<file path="src/uplc_params.svh">
// Constants for the UART pin-level control block
`ifndef UPLC_PARAMS_SVH
`define UPLC_PARAMS_SVH
`define UPLC_ADDR_RHR        3'h0
`define UPLC_ADDR_IER        3'h1
`define UPLC_ADDR_LCR        3'h3
`define UPLC_ADDR_MCTL       3'h4
`define UPLC_ADDR_LSR        3'h5
`define UPLC_ADDR_MSR        3'h6
`define UPLC_ADDR_SPR        3'h7
`define UPLC_IER_MSI_BIT     3
`define UPLC_MCTL_RTS_BIT    1
`define UPLC_MCTL_LOOP_BIT   4
`define UPLC_MSR_RI_BIT      6
`define UPLC_MSR_TERI_BIT    2
`define UPLC_LSR_DR_BIT      0
`define UPLC_LSR_THRE_BIT    5
`define UPLC_LSR_TEMT_BIT    6
`define UPLC_IER_RST         8'h00
`define UPLC_MCTL_RST        8'h00
`define UPLC_LCR_RST         8'h00
`define UPLC_DIV_RST         16'h0001
`define UPLC_FIFO_DEPTH      32
`define UPLC_OVS             16
`endif

</file>
<file path="src/uplc_pkg.sv">
// Types for the UART pin-level control block
package uplc_pkg;
    typedef enum logic [3:0]
    {
        UPLC_TX_IDLE  = 4'b0001,
        UPLC_TX_START = 4'b0010,
        UPLC_TX_DATA  = 4'b0100,
        UPLC_TX_STOP  = 4'b1000
    } uplc_tx_state_t;
endpackage

</file>
<file path="src/uplc_core.sv">
// UART pin-level control: bus strobes, reset, low power, modem and loopback
//
// Contract
// RULE1: With bus style high, read strobe is active low; else ignored.
// RULE2: With bus style high, write strobe is active low.
// RULE3: With bus style low, direction line high reads, low writes.
// RULE4: Low-power request high enters low power, stops clock, isolates bus.
// RULE5: Falling edge of low-power request resets all registers to defaults; the code leaves rbr_r and data_out at their old values.
// RULE6: Master reset active high with bus style high, active low otherwise.
// RULE7: Rising edge of ring input raises modem interrupt when enabled.
// RULE8: Ring-indicate state is readable at status bit 6.
// RULE9: Writing 1 to modem control bit 1 drives request-to-send low.
// RULE10: Request-to-send output is high after any reset.
// RULE11: Remote device holds the receive line high when not sending.
// RULE12: Loopback ignores receive pin and feeds transmit stream to receiver.
// RULE13: Transmit output is high in reset, idle and when disabled.
// RULE14: Loopback disables the external transmit output.
// RULE15: Oscillator input clock feeds the baud rate generator.
// RULE16: Accesses are honoured only while chip select is low.
// RULE17: Host keeps bus style static; a change requires a reset.
`timescale 1ns/10ps
`include "uplc_params.svh"
module uplc_core
    import uplc_pkg::*;
#(
    parameter int FIFO_DEPTH = `UPLC_FIFO_DEPTH,
    parameter int OVS        = `UPLC_OVS
) (
    input  wire logic       clk,
    input  wire logic       reset,
    input  wire logic       bus_style,
    input  wire logic       chip_select_n,
    input  wire logic       read_strobe_n,
    input  wire logic       write_strobe_n,
    input  wire logic [2:0] addr,
    input  wire logic [7:0] data_in,
    output logic      [7:0] data_out,
    output logic            data_oe,
    input  wire logic       low_power_request,
    input  wire logic       ring_n,
    input  wire logic       rx,
    output logic            tx,
    output logic            rts_n,
    output logic            msi_irq,
    input  wire logic       osc_in,
    output logic            osc_out,
    output logic            low_power_active
);
    // Style-dependent reset polarity; style is static so no glitch here
    wire reset_pin_active = bus_style ? reset : ~reset;  // see RULE6 RULE17

    // Pin synchronisers; first stage is read by second stage only.
    // Reset to idle pin levels so release shows no false strobe or edge.
    logic [18:0] sy1_r;
    logic [18:0] sy2_r;
    always_ff @(posedge clk or posedge reset_pin_active)
    begin
        if (reset_pin_active)
        begin
            sy1_r <= 19'h000F6;
            sy2_r <= 19'h000F6;
        end
        else
        begin
            sy1_r <= {addr, data_in, bus_style, chip_select_n,
                      read_strobe_n, write_strobe_n, low_power_request,
                      ring_n, rx, osc_in};
            sy2_r <= sy1_r;
        end
    end
    wire [2:0] s_addr = sy2_r[18:16];
    wire [7:0] s_din  = sy2_r[15:8];
    wire s_style = sy2_r[7];
    wire s_cs_n  = sy2_r[6];
    wire s_rd_n  = sy2_r[5];
    wire s_wr_n  = sy2_r[4];
    wire s_lp    = sy2_r[3];
    wire s_ri_n  = sy2_r[2];
    wire s_rx    = sy2_r[1];
    wire s_osc   = sy2_r[0];

    logic lp_prev_r;
    logic lp_rst_r;
    always_ff @(posedge clk or posedge reset_pin_active)
    begin
        if (reset_pin_active)
        begin
            lp_prev_r <= 1'b0;
            lp_rst_r  <= 1'b0;
        end
        else
        begin
            lp_prev_r <= s_lp;
            lp_rst_r  <= lp_prev_r && !s_lp;  // see RULE5
        end
    end
    wire srst = reset_pin_active;
    wire soft_clear = lp_rst_r;
    assign low_power_active = s_lp;  // see RULE4

    // Bus decode: two strobe styles, one access pulse per strobe
    wire rd_lvl = !s_cs_n && !s_lp &&
                  (s_style ? !s_rd_n : s_wr_n);  // see RULE1 RULE3 RULE16
    wire wr_lvl = !s_cs_n && !s_lp &&
                  (s_style ? !s_wr_n : !s_wr_n && 1'b0);  // see RULE2
    // In single-line style chip select frames the access, the line its way
    wire wr_68  = !s_cs_n && !s_lp && !s_style && !s_wr_n;  // see RULE3
    wire wr_any = wr_lvl || wr_68;
    logic rd_prev_r;
    logic wr_prev_r;
    wire rd_pulse = rd_lvl && !rd_prev_r;
    wire wr_pulse = wr_any && !wr_prev_r;

    logic [7:0]  ier_r;
    logic [7:0]  lcr_r;
    logic [7:0]  modem_control_reg_r;
    logic [7:0]  spr_r;
    logic [15:0] div_r;
    logic        teri_r;
    logic        ri_prev_r;
    logic [7:0]  rbr_r;
    logic        rbr_full_r;
    wire dlab = lcr_r[7];
    wire loop = modem_control_reg_r[`UPLC_MCTL_LOOP_BIT];
    wire wr_en_reg = wr_pulse;

    function automatic logic hit(input logic [2:0] a, input logic [2:0] r);
        return a == r;
    endfunction

    wire ri_rise = s_ri_n && !ri_prev_r;
    wire msr_rd  = rd_pulse && hit(s_addr, `UPLC_ADDR_MSR);

    always_ff @(posedge clk or posedge srst)
    begin
        if (srst)
        begin
            rd_prev_r <= 1'b0;
            wr_prev_r <= 1'b0;
            ier_r     <= `UPLC_IER_RST;
            lcr_r     <= `UPLC_LCR_RST;
            modem_control_reg_r <= `UPLC_MCTL_RST;
            spr_r     <= 8'h00;
            div_r     <= `UPLC_DIV_RST;
            teri_r    <= 1'b0;
            ri_prev_r <= 1'b1;
        end
        else if (soft_clear)
        begin
            rd_prev_r <= 1'b0;
            wr_prev_r <= 1'b0;
            ier_r     <= `UPLC_IER_RST;
            lcr_r     <= `UPLC_LCR_RST;
            modem_control_reg_r <= `UPLC_MCTL_RST;
            spr_r     <= 8'h00;
            div_r     <= `UPLC_DIV_RST;
            teri_r    <= 1'b0;
            ri_prev_r <= 1'b1;
        end
        else
        begin
            rd_prev_r <= rd_lvl;
            wr_prev_r <= wr_any;
            ri_prev_r <= s_ri_n;
            // Set wins over the read-clear
            if (ri_rise)
                teri_r <= 1'b1;  // see RULE7
            else if (msr_rd)
                teri_r <= 1'b0;
            if (wr_en_reg && hit(s_addr, `UPLC_ADDR_IER) && !dlab)
                ier_r <= s_din;
            if (wr_en_reg && hit(s_addr, `UPLC_ADDR_LCR))
                lcr_r <= s_din;
            if (wr_en_reg && hit(s_addr, `UPLC_ADDR_MCTL))
                modem_control_reg_r <= s_din;  // see RULE9
            if (wr_en_reg && hit(s_addr, `UPLC_ADDR_SPR))
                spr_r <= s_din;
            if (wr_en_reg && dlab && hit(s_addr, `UPLC_ADDR_RHR))
                div_r[7:0] <= s_din;
            if (wr_en_reg && dlab && hit(s_addr, `UPLC_ADDR_IER))
                div_r[15:8] <= s_din;
        end
    end
    assign msi_irq = teri_r && ier_r[`UPLC_IER_MSI_BIT];  // see RULE7
    assign rts_n   =
        !modem_control_reg_r[`UPLC_MCTL_RTS_BIT];  // see RULE9 RULE10

    // Baud tick from the oscillator input; stopped in low power
    logic osc_prev_r;
    logic [15:0] bdiv_r;
    logic tick_r;
    wire osc_rise = s_osc && !osc_prev_r && !s_lp;  // see RULE4 RULE15
    always_ff @(posedge clk or posedge srst)
    begin
        if (srst)
        begin
            osc_prev_r <= 1'b0;
            bdiv_r     <= 16'h0000;
            tick_r     <= 1'b0;
        end
        else
        begin
            osc_prev_r <= s_osc;
            tick_r     <= 1'b0;
            if (soft_clear)
                bdiv_r <= 16'h0000;
            else if (osc_rise)
            begin
                if (bdiv_r + 16'h0001 >= div_r)  // see RULE15
                begin
                    bdiv_r <= 16'h0000;
                    tick_r <= 1'b1;
                end
                else
                    bdiv_r <= bdiv_r + 16'h0001;
            end
        end
    end
    assign osc_out = s_osc && !s_lp;  // see RULE4

    // Transmit FIFO fed by host writes to the holding register
    logic [7:0] fo_data;
    logic       fo_valid;
    logic       fo_ready;
    logic       fi_ready;
    wire thr_wr = wr_en_reg && !dlab && hit(s_addr, `UPLC_ADDR_RHR);
    uplc_fifo #(.WIDTH(8), .DEPTH(FIFO_DEPTH)) u_txfifo (
        .clk       (clk),
        .reset     (srst),
        .flush     (soft_clear),
        .in_data   (s_din),
        .in_valid  (thr_wr),
        .in_ready  (fi_ready),
        .out_data  (fo_data),
        .out_valid (fo_valid),
        .out_ready (fo_ready)
    );

    // Transmitter: 8N1 at OVS ticks per bit
    uplc_tx_state_t st_r;
    logic [7:0] sh_r;
    logic [2:0] bit_r;
    logic [4:0] ov_r;
    logic       line_r;
    wire  bit_end = tick_r && (ov_r == 5'(OVS - 1));
    assign fo_ready = (st_r == UPLC_TX_IDLE) && !s_lp;
    always_ff @(posedge clk or posedge srst)
    begin
        if (srst)
        begin
            st_r   <= UPLC_TX_IDLE;
            sh_r   <= 8'h00;
            bit_r  <= 3'h0;
            ov_r   <= 5'h00;
            line_r <= 1'b1;
        end
        else if (soft_clear)
        begin
            st_r   <= UPLC_TX_IDLE;
            line_r <= 1'b1;
            ov_r   <= 5'h00;
        end
        else
        begin
            if (tick_r)
                ov_r <= bit_end ? 5'h00 : ov_r + 5'h01;
            unique case (st_r)
                UPLC_TX_IDLE:
                begin
                    line_r <= 1'b1;  // see RULE13
                    if (fo_valid && fo_ready)
                    begin
                        sh_r <= fo_data;
                        st_r <= UPLC_TX_START;
                        ov_r <= 5'h00;
                    end
                end
                UPLC_TX_START:
                begin
                    line_r <= 1'b0;
                    if (bit_end)
                    begin
                        st_r  <= UPLC_TX_DATA;
                        bit_r <= 3'h0;
                    end
                end
                UPLC_TX_DATA:
                begin
                    line_r <= sh_r[bit_r];
                    if (bit_end)
                    begin
                        bit_r <= bit_r + 3'h1;
                        if (bit_r == 3'h7)
                            st_r <= UPLC_TX_STOP;
                    end
                end
                UPLC_TX_STOP:
                begin
                    line_r <= 1'b1;
                    if (bit_end)
                        st_r <= UPLC_TX_IDLE;
                end
            endcase
        end
    end
    assign tx = loop ? 1'b1 : line_r;  // see RULE13 RULE14

    // Receiver sees own stream in loopback; remote idles high otherwise
    wire rx_in = loop ? line_r : s_rx;  // see RULE11 RULE12
    logic [7:0] rsh_r;
    logic [3:0] rcnt_r;
    logic [4:0] rov_r;
    logic       rbusy_r;
    wire rhr_rd = rd_pulse && !dlab && hit(s_addr, `UPLC_ADDR_RHR);
    always_ff @(posedge clk or posedge srst)
    begin
        if (srst)
        begin
            rsh_r <= 8'h00;
            rcnt_r <= 4'h0;
            rov_r <= 5'h00;
            rbusy_r <= 1'b0;
            rbr_r <= 8'h00;
            rbr_full_r <= 1'b0;
        end
        else if (soft_clear)
        begin
            rbusy_r <= 1'b0;
            rbr_full_r <= 1'b0;
        end
        else
        begin
            if (rhr_rd)
                rbr_full_r <= 1'b0;
            if (tick_r)
            begin
                if (!rbusy_r)
                begin
                    if (!rx_in)
                    begin
                        rbusy_r <= 1'b1;
                        rov_r <= 5'h00;
                        rcnt_r <= 4'h0;
                    end
                end
                else if (rov_r == 5'(OVS - 1))
                begin
                    rov_r <= 5'h00;
                    rcnt_r <= rcnt_r + 4'h1;
                    if (rcnt_r == 4'h9)
                        rbusy_r <= 1'b0;
                end
                else
                begin
                    rov_r <= rov_r + 5'h01;
                    if (rov_r == 5'(OVS / 2) && rcnt_r >= 4'h1 &&
                        rcnt_r <= 4'h8)
                        rsh_r <= {rx_in, rsh_r[7:1]};
                    if (rov_r == 5'(OVS / 2) && rcnt_r == 4'h9)
                    begin
                        rbr_r <= rsh_r;
                        rbr_full_r <= 1'b1;
                    end
                end
            end
        end
    end

    // Read mux; bus is isolated while low power is requested
    wire [7:0] msr_v = {1'b0, !s_ri_n, 3'b000, teri_r, 2'b00};  // see RULE8
    wire [7:0] lsr_v = {1'b0, st_r == UPLC_TX_IDLE && !fo_valid,
                        fi_ready, 4'h0, rbr_full_r};
    wire [7:0] rd_mux =
        hit(s_addr, `UPLC_ADDR_RHR) ? (dlab ? div_r[7:0] : rbr_r) :
        hit(s_addr, `UPLC_ADDR_IER) ? (dlab ? div_r[15:8] : ier_r) :
        hit(s_addr, `UPLC_ADDR_LCR) ? lcr_r :
        hit(s_addr, `UPLC_ADDR_MCTL) ? modem_control_reg_r :
        hit(s_addr, `UPLC_ADDR_LSR) ? lsr_v :
        hit(s_addr, `UPLC_ADDR_MSR) ? msr_v :  // see RULE8
        hit(s_addr, `UPLC_ADDR_SPR) ? spr_r : 8'h00;
    always_ff @(posedge clk or posedge srst)
    begin
        if (srst)
            data_out <= 8'h00;
        else if (rd_pulse)
            data_out <= rd_mux;
    end
    assign data_oe = rd_lvl;  // see RULE1 RULE4 RULE16

    property p_rts_follows_ctrl;
        @(posedge clk) disable iff (srst)
        wr_pulse && hit(s_addr, `UPLC_ADDR_MCTL) && !soft_clear
            |=> rts_n == !$past(s_din[`UPLC_MCTL_RTS_BIT]);
    endproperty
    a_rts_follows_ctrl: assert property (p_rts_follows_ctrl)  // see RULE9
        else $error("rts_n does not follow control bit 1");

    property p_rts_after_lp;
        @(posedge clk) disable iff (srst)
        soft_clear |=> rts_n;
    endproperty
    a_rts_after_lp: assert property (p_rts_after_lp)  // see RULE10
        else $error("rts_n not high after low-power reset");

    property p_lp_fall_reset;
        @(posedge clk) disable iff (srst)
        $fell(s_lp) |-> ##1 soft_clear ##1
            (modem_control_reg_r == `UPLC_MCTL_RST);
    endproperty
    a_lp_fall_reset: assert property (p_lp_fall_reset)  // see RULE5
        else $error("no automatic reset after low power exit");

    property p_lp_isolates;
        @(posedge clk) disable iff (srst)
        s_lp |-> !data_oe && !osc_out;
    endproperty
    a_lp_isolates: assert property (p_lp_isolates)  // see RULE4
        else $error("bus or oscillator active in low power");

    property p_ri_irq;
        @(posedge clk) disable iff (srst)
        ri_rise && !soft_clear && ier_r[`UPLC_IER_MSI_BIT] |=> msi_irq;
    endproperty
    a_ri_irq: assert property (p_ri_irq)  // see RULE7
        else $error("ring rise did not raise interrupt");

    property p_loop_tx_high;
        @(posedge clk) disable iff (srst)
        loop |-> tx;
    endproperty
    a_loop_tx_high: assert property (p_loop_tx_high)  // see RULE14
        else $error("tx driven during loopback");

    property p_idle_tx_high;
        @(posedge clk) disable iff (srst)
        (st_r == UPLC_TX_IDLE) ##1 (st_r == UPLC_TX_IDLE) |-> tx;
    endproperty
    a_idle_tx_high: assert property (p_idle_tx_high)  // see RULE13
        else $error("tx low while idle");

    property p_cs_gate;
        @(posedge clk) disable iff (srst)
        s_cs_n |-> !rd_pulse && !wr_pulse && !data_oe;
    endproperty
    a_cs_gate: assert property (p_cs_gate)  // see RULE16
        else $error("access taken without chip select");

    c_lp_cycle:  cover property (@(posedge clk) $fell(s_lp));
    c_ri_irq:    cover property (@(posedge clk) $rose(msi_irq));
    c_loop_rx:   cover property (@(posedge clk) loop && $rose(rbr_full_r));
    c_style_wr:  cover property (@(posedge clk) !s_style && wr_pulse);
endmodule // uplc_core

</file>
<file path="src/uplc_fifo.sv">
// Synchronous FIFO with valid/ready on both sides
`timescale 1ns/10ps
module uplc_fifo #(
    parameter int WIDTH = 8,
    parameter int DEPTH = 32
) (
    input  wire logic             clk,
    input  wire logic             reset,
    input  wire logic             flush,
    input  wire logic [WIDTH-1:0] in_data,
    input  wire logic             in_valid,
    output logic                  in_ready,
    output logic      [WIDTH-1:0] out_data,
    output logic                  out_valid,
    input  wire logic             out_ready
);
    localparam int AW = $clog2(DEPTH);
    logic [WIDTH-1:0] mem_r [DEPTH];
    logic [AW-1:0]    wp_r;
    logic [AW-1:0]    rp_r;
    logic [AW:0]      cnt_r;
    wire              push = in_valid && in_ready;
    wire              pop  = out_valid && out_ready;

    assign in_ready  = (cnt_r != (AW+1)'(DEPTH));
    assign out_valid = (cnt_r != '0);
    assign out_data  = mem_r[rp_r];

    always_ff @(posedge clk)
    begin
        if (push)
            mem_r[wp_r] <= in_data;
    end

    always_ff @(posedge clk or posedge reset)
    begin
        if (reset)
        begin
            wp_r  <= '0;
            rp_r  <= '0;
            cnt_r <= '0;
        end
        else if (flush)
        begin
            wp_r  <= '0;
            rp_r  <= '0;
            cnt_r <= '0;
        end
        else
        begin
            if (push)
                wp_r <= (wp_r == AW'(DEPTH-1)) ? '0 : wp_r + 1'b1;
            if (pop)
                rp_r <= (rp_r == AW'(DEPTH-1)) ? '0 : rp_r + 1'b1;
            cnt_r <= cnt_r + (AW+1)'(push) - (AW+1)'(pop);
        end
    end
endmodule // uplc_fifo

</file>
<file path="config.mk">
export PLATFORM = sky130hd
export DESIGN_NAME = uplc_core
export DESIGN_NICKNAME = d
export VERILOG_FILES = /design/src/uplc_pkg.sv /design/src/uplc_core.sv /design/src/uplc_fifo.sv
export VERILOG_INCLUDE_DIRS = /design/src
export SDC_FILE = /design/constraint.sdc
export NUM_CORES = 1
export LEC_CHECK = 0
export ABC_AREA = 0
export BUFFER_PORTS_ARGS = -buffer_cell sky130_fd_sc_hd__buf_2
export CAP_MARGIN = 20
export CORE_MARGIN = 3
export CORE_UTILIZATION = 60
export DETAILED_ROUTE_END_ITERATION = 10
export PLACE_DENSITY_LB_ADDON = 0.25
export RECOVER_POWER = 100
export SLEW_MARGIN = 20
export SYNTH_ARGS = -nofsm -noshare
export SYNTH_HDL_FRONTEND = slang
export SYNTH_SLANG_ARGS = --single-unit
</file>
<file path="constraint.sdc">
create_clock -name clk -period 40 [get_ports clk]
set_input_delay 6 -clock clk [delete_from_list [all_inputs] [get_ports clk]]
set_output_delay 6 -clock clk [all_outputs]
set_load 0.03 [all_outputs]
</file>
* After elaboration in Yosys (flattened, before gate mapping)
Memories as Yosys holds them, arrays and structs flattened. A register that Yosys moved wholly into a read port is not among the register bits.
Cells that the tools add are included.
** Operators by class
- Muxes and demuxes :: 83
- Equal/unequal tests :: 27
- Bitwise logic cells :: 3
- Add/subtract/negate cells :: 9
- Reduce and logical (&&, ||, !) cells :: 70
- $lt $le $gt $ge :: 4
** Operators by type and width (number)
- $mux W8 :: 19
- $mux W5 :: 14
- $mux W16 :: 4
- $mux W4 :: 9
- $logic_and A1 B1 Y1 :: 34
- $mux W1 :: 30
- $reduce_bool A2 Y1 :: 11
- $add A5 B1 Y5 const B :: 4
- $add A16 B1 Y16 const B :: 1
- $ge A16 B16 Y1 :: 1
- $pmux W4 S4 :: 1
- $eq A3 B3 Y1 const B :: 5
- $eq A5 B4 Y1 const B :: 3
- $reduce_and A5 Y1 :: 3
- $logic_not A1 Y1 :: 13
- $ne A3 B3 Y1 const B :: 4
- $eq A5 B5 Y1 const B :: 2
- $eq A4 B4 Y1 const B :: 2
- $reduce_and A4 Y1 :: 2
- $add A6 B1 Y6 :: 1
- $mux W3 :: 2
- $mux W6 :: 1
- $ne A6 B6 Y1 const B :: 1
- $pmux W3 S2 :: 1
- other kinds (23) :: 28
** Storage, ports and cells
- Logic and storage cells :: 228
- Output and inout port bits :: 14
- Register bits after elaboration :: 174
- Memories kept :: 1
- Memory bits (writable) :: 256
- Bits of input ports :: 21
** Memories
- u_txfifo.mem_r :: words 32, width 8, read ports 1, clocked after Yosys merged registers in 1, write ports 1, line uplc_fifo.sv:18 : logic [WIDTH-1:0] mem_r [DEPTH];

* Longest topological paths before layout
- Depth in word-level cells :: 12
- Gate-level depth with buffers :: 16
- Depth with buffers taken out :: 15

* Hierarchy
Synthesis repeated with hierarchy kept, for this count alone.
** Unflattened totals
- Cells, all modules :: 1318
- Area, all modules :: 18788.0 um^2
** Modules (own cells, without submodules)
- uplc_fifo :: times used 1, cells each 621, sequential area each 8087.8 um^2, area each 11075.6 um^2
- uplc_core :: times used 1, cells each 697, sequential area each 4174.0 um^2, area each 7712.4 um^2

* Worst setup path before layout
OpenSTA, ideal clock, no wires.
- Kind :: reg2out
- Start :: register sy2_r[3]
- End :: output port osc_out
- Buffers on the path :: 0
- Cell stages (with the launch flop) :: 2
- Required time :: 34.000 ns
- Data arrival time :: 1.113 ns
- Setup slack :: 32.887 ns
- Cell sequence :: dfrtp_1 -> nor2b_1
** On the way
- Longest elaborated chain between the ends :: 2
** RTL lines
- start: declaration :: line uplc_core.sv:55 : logic [18:0] sy2_r;
- start signal: assignment :: line uplc_core.sv:68 : sy2_r <= sy1_r;
- $logic_not A1 Y1 :: line uplc_core.sv:219 : assign osc_out = s_osc && !s_lp;
- $logic_and A1 B1 Y1 :: line uplc_core.sv:219
- end: declaration :: line uplc_core.sv:46 : output logic osc_out,
No other way between the ends.

==> out/qor.txt <==
Relative slew margins -> -524.3%
CP required -> 36900 ps
Drt via density -> 6.223
Commonest cells after routing, fill and taps aside -> edfxtp_1, dfrtp_1, nor2_1
Min Tclk post-route -> 16130 ps
Pleak -> 7.716 nW
Commonest non-fill, non-tap cell in the layout -> edfxtp_1
Outcome -> complete, but fails checks
Sw Ratio -> 24.00%
DR iter-0 viols -> 1035
TritonCTS Buffers -> 44
Slew Limit Fails -> 590
DIE HEIGHT -> 182.2 um
Seq pwr share -> 50.9%
Violated checks -> capacitance limit, slew limit
Reported max-cap violation count -> 11
Worst Tran Pin Value -> 9365 ps
Die area -> 0.03320 mm^2
DRC violations left -> 0
Overflow after GRT -> 0
CP Launch Point -> bus_style
Cts hold-fix bufs -> 0
Setup violators final -> 0
GRT Total Usage -> 23.23%
Routed WL -> 37730 um
Chip width -> 182.2 um
Cell Count, Final, Fillers Out -> 1711
Clock Tree Root -> clkbuf_16
Post-CTS Setup Bufs -> 0
Largest net degree at the start of global routing -> 183
Combinational Power Share -> 10.4%
Share of cells above drive strength 1 -> 14.99%
Number of iterations in the first detailed-routing pass -> 5
P_sw -> 239.0 uW
Gate Count Post-Synth -> 1253
Post-route cell area -> 0.02041 mm^2
Critical Path Sink Type -> asynchronous set/reset pin
Pwr/cell area -> 48.78 mW/mm^2
CTS tree -> yes
Syn Std Cell Area -> 0.01863 mm^2
DRT antenna net count -> 0
Synth Flop Type -> edfxtp_1
IO Port Bufs -> 34
Clk Latency, worst-skew pair -> 540 ps
Max Buffers Root-to-Sink -> 3
Clock power frac -> 38.6%
FMAX -> 0.06200 GHz
Nets -> 1353
Core area -> 0.03011 mm^2
Vias in the first global route -> 10790
TNS Setup -> 0 ps
Avg WL per Cell -> 22.05 um
Hold Vio Cnt, Final -> 0
Boundary Pins -> 35
DP Area -> 0.01917 mm^2
Crit path kind -> in2async
Starting Density -> 61.88%
Reg2reg start -> u_txfifo.rp_r[0]
Register bit total from synthesis -> 438
Inst Count DP -> 1633
Hold/Removal Path Class -> reg2reg
Peak VDD IR -> 0.04534 mV
DP Wirelength -> 22790 um
First-pass GRT wire length -> 60560 um
Internal power -> 756.7 uW
Worst Path Arrival -> 13030 ps
Clk sink count -> 438
Distinct cell type count after synthesis -> 64
Average size of a mapped cell -> 14.87 um^2
Sequential cell area fraction in the yosys report -> 65.81%
Antenna violations before repair -> 1
Post-Route Utilization -> 67.79%
Tot Pwr -> 995.8 uW
Clock Skew -> 14.07 ps
# resized after CTS -> 0
Antenna diode count -> 0
Site Rows -> 63
Clock slew at reported path FFs -> 60 ps
Vias -> 10650
Min-delay src -> sy1_r[9]
Maximum fanout along the worst path -> 182
Post-synth net total -> 1317
Layout overhead on the synthesized area -> 9.556%
Async set-reset flop share out of synthesis -> 41.55%
FILL cells -> 2047
H-tree Lvls -> 2
Ys Warns -> 0
Worst setup SP type -> input pin
Post-synth EDFFs -> 256
Unrepaired setup endpoints after global routing -> false
GP Congestion -> 0.8326
Final period util -> 40.32%
worst max-delay path, stage by stage:
cell      delay, ps
clkbuf_1        220
xor2_4          150
clkbuf_1       6470
worst paths after layout:
| path | endpoint | slack [ps] | depth (start not counted) |
|---|---|---|---|
| setup / recovery | u_txfifo.rp_r[1] | 23870 | 3 |
| hold / removal | sy2_r[9] | 340 | 0 |
| setup reg to reg | sh_r[3] | 35180 | 6 |
| hold reg to reg | sy2_r[9] | 340 | 0 |
| max in group clk | data_oe | 32180 | 4 |
| min in group asynchronous | bdiv_r[1] | 9360 | 3 |
power groups by stage:
| stage | Clock (mW) | Sequential, mW | Combinational [mW] |
|---|---|---|---|
| after CTS | 0.390 | 0.506 | 0.106 |
| after global routing | 0.410 | 0.509 | 0.115 |
| final | 0.385 | 0.507 | 0.104 |
| after detailed placement | 0 | 0.515 | 0.105 |
| after global placement | 0 | 0.514 | 0.103 |
| after floorplan | 0 | 0.514 | 0.0802 |
layout make-up:
type                       count  area (um^2)  area share (%)
clock buffer                  62         1220           5.976
tap                          390        488.0           2.391
sequential                   438        12270           60.10
timing repair buffer          51        237.7           1.165
clock inverter                16        117.6          0.5762
inverter                      44        165.2          0.8091
multi-input combinational    710         5916           28.98
cells by family after synthesis:
family / after synthesis / synth area share, %
buf+inv: 105 / 2.431
simple gates: 288 / 7.434
fa+ha+maj: 43 / 2.928
compound gates: 189 / 6.548
flops: 438 / 65.81
mux: 168 / 13.81
xor+xnor: 22 / 1.034
per-layer routing:
layer | global-route usage [%] | wire (um) | share of wire [%] | vias to the layer above
met5 | 0 | 13 | 0.034 | -
met4 | 5.667 | 759 | 2.0 | 2
met3 | 4.545 | 2462 | 6.5 | 63
met2 | 37.04 | 17990 | 48 | 337
met1 | 33.78 | 16510 | 44 | 5459
li1 | - | - | - | 4787
state kept, by name, indices dropped and copies added (netlist names), 16 cells and up:
name,flops
div_r,16
sy1_r,19
u_txfifo.mem_r,256
bdiv_r,16
sy2_r,19
Yosys cell counts, types with 3 or more instances:
| cell | n | area, um^2 |
|---|---|---|
| xnor2_1 | 13 | 113.9 |
| o211ai_1 | 9 | 67.56 |
| nor2_1 | 127 | 476.7 |
| a31oi_1 | 9 | 56.30 |
| and4_1 | 3 | 26.28 |
| a22o_1 | 17 | 148.9 |
| dfrtp_1 | 166 | 4154 |
| nor2b_1 | 20 | 125.1 |
| buf_2 | 20 | 100.1 |
| edfxtp_1 | 256 | 7687 |
| nor3_1 | 5 | 25.02 |
| a22oi_1 | 18 | 135.1 |
| mux2_2 | 29 | 326.6 |
| a211oi_1 | 14 | 105.1 |
| mux4_2 | 58 | 1306 |
| mux4_1 | 8 | 210.2 |
| ha_1 | 42 | 525.5 |
| and2_1 | 4 | 25.02 |
| clkbuf_1 | 30 | 112.6 |
| nand4_1 | 7 | 43.79 |
| a221oi_1 | 3 | 26.28 |
| a21o_1 | 3 | 22.52 |
| o31ai_1 | 4 | 30.03 |
| dfstp_2 | 16 | 420.4 |
| inv_1 | 42 | 157.7 |
| buf_6 | 3 | 33.78 |
| nand2_1 | 57 | 214.0 |
| nand3b_1 | 6 | 45.04 |
| xor2_1 | 9 | 78.83 |
| nand3_1 | 24 | 120.1 |
| and3_1 | 10 | 62.56 |
| nor4b_1 | 4 | 35.03 |
| buf_1 | 5 | 18.77 |
| buf_4 | 3 | 22.52 |
| a21oi_1 | 60 | 300.3 |
| mux2i_1 | 73 | 730.7 |
| o21a_1 | 5 | 37.54 |
| o21ai_0 | 34 | 170.2 |
through the flow:
stage | setup WS (ps) | hold slack (ps)
final | 23870 | 341.3
after global routing | 21790 | 353.0
after CTS | 32230 | 345.6
after detailed placement | 32720 | 334.7
after global placement | 32730 | 331.4
after floorplan | 21990 | 331.2
Note: power is estimated with default switching activity, not from simulation.
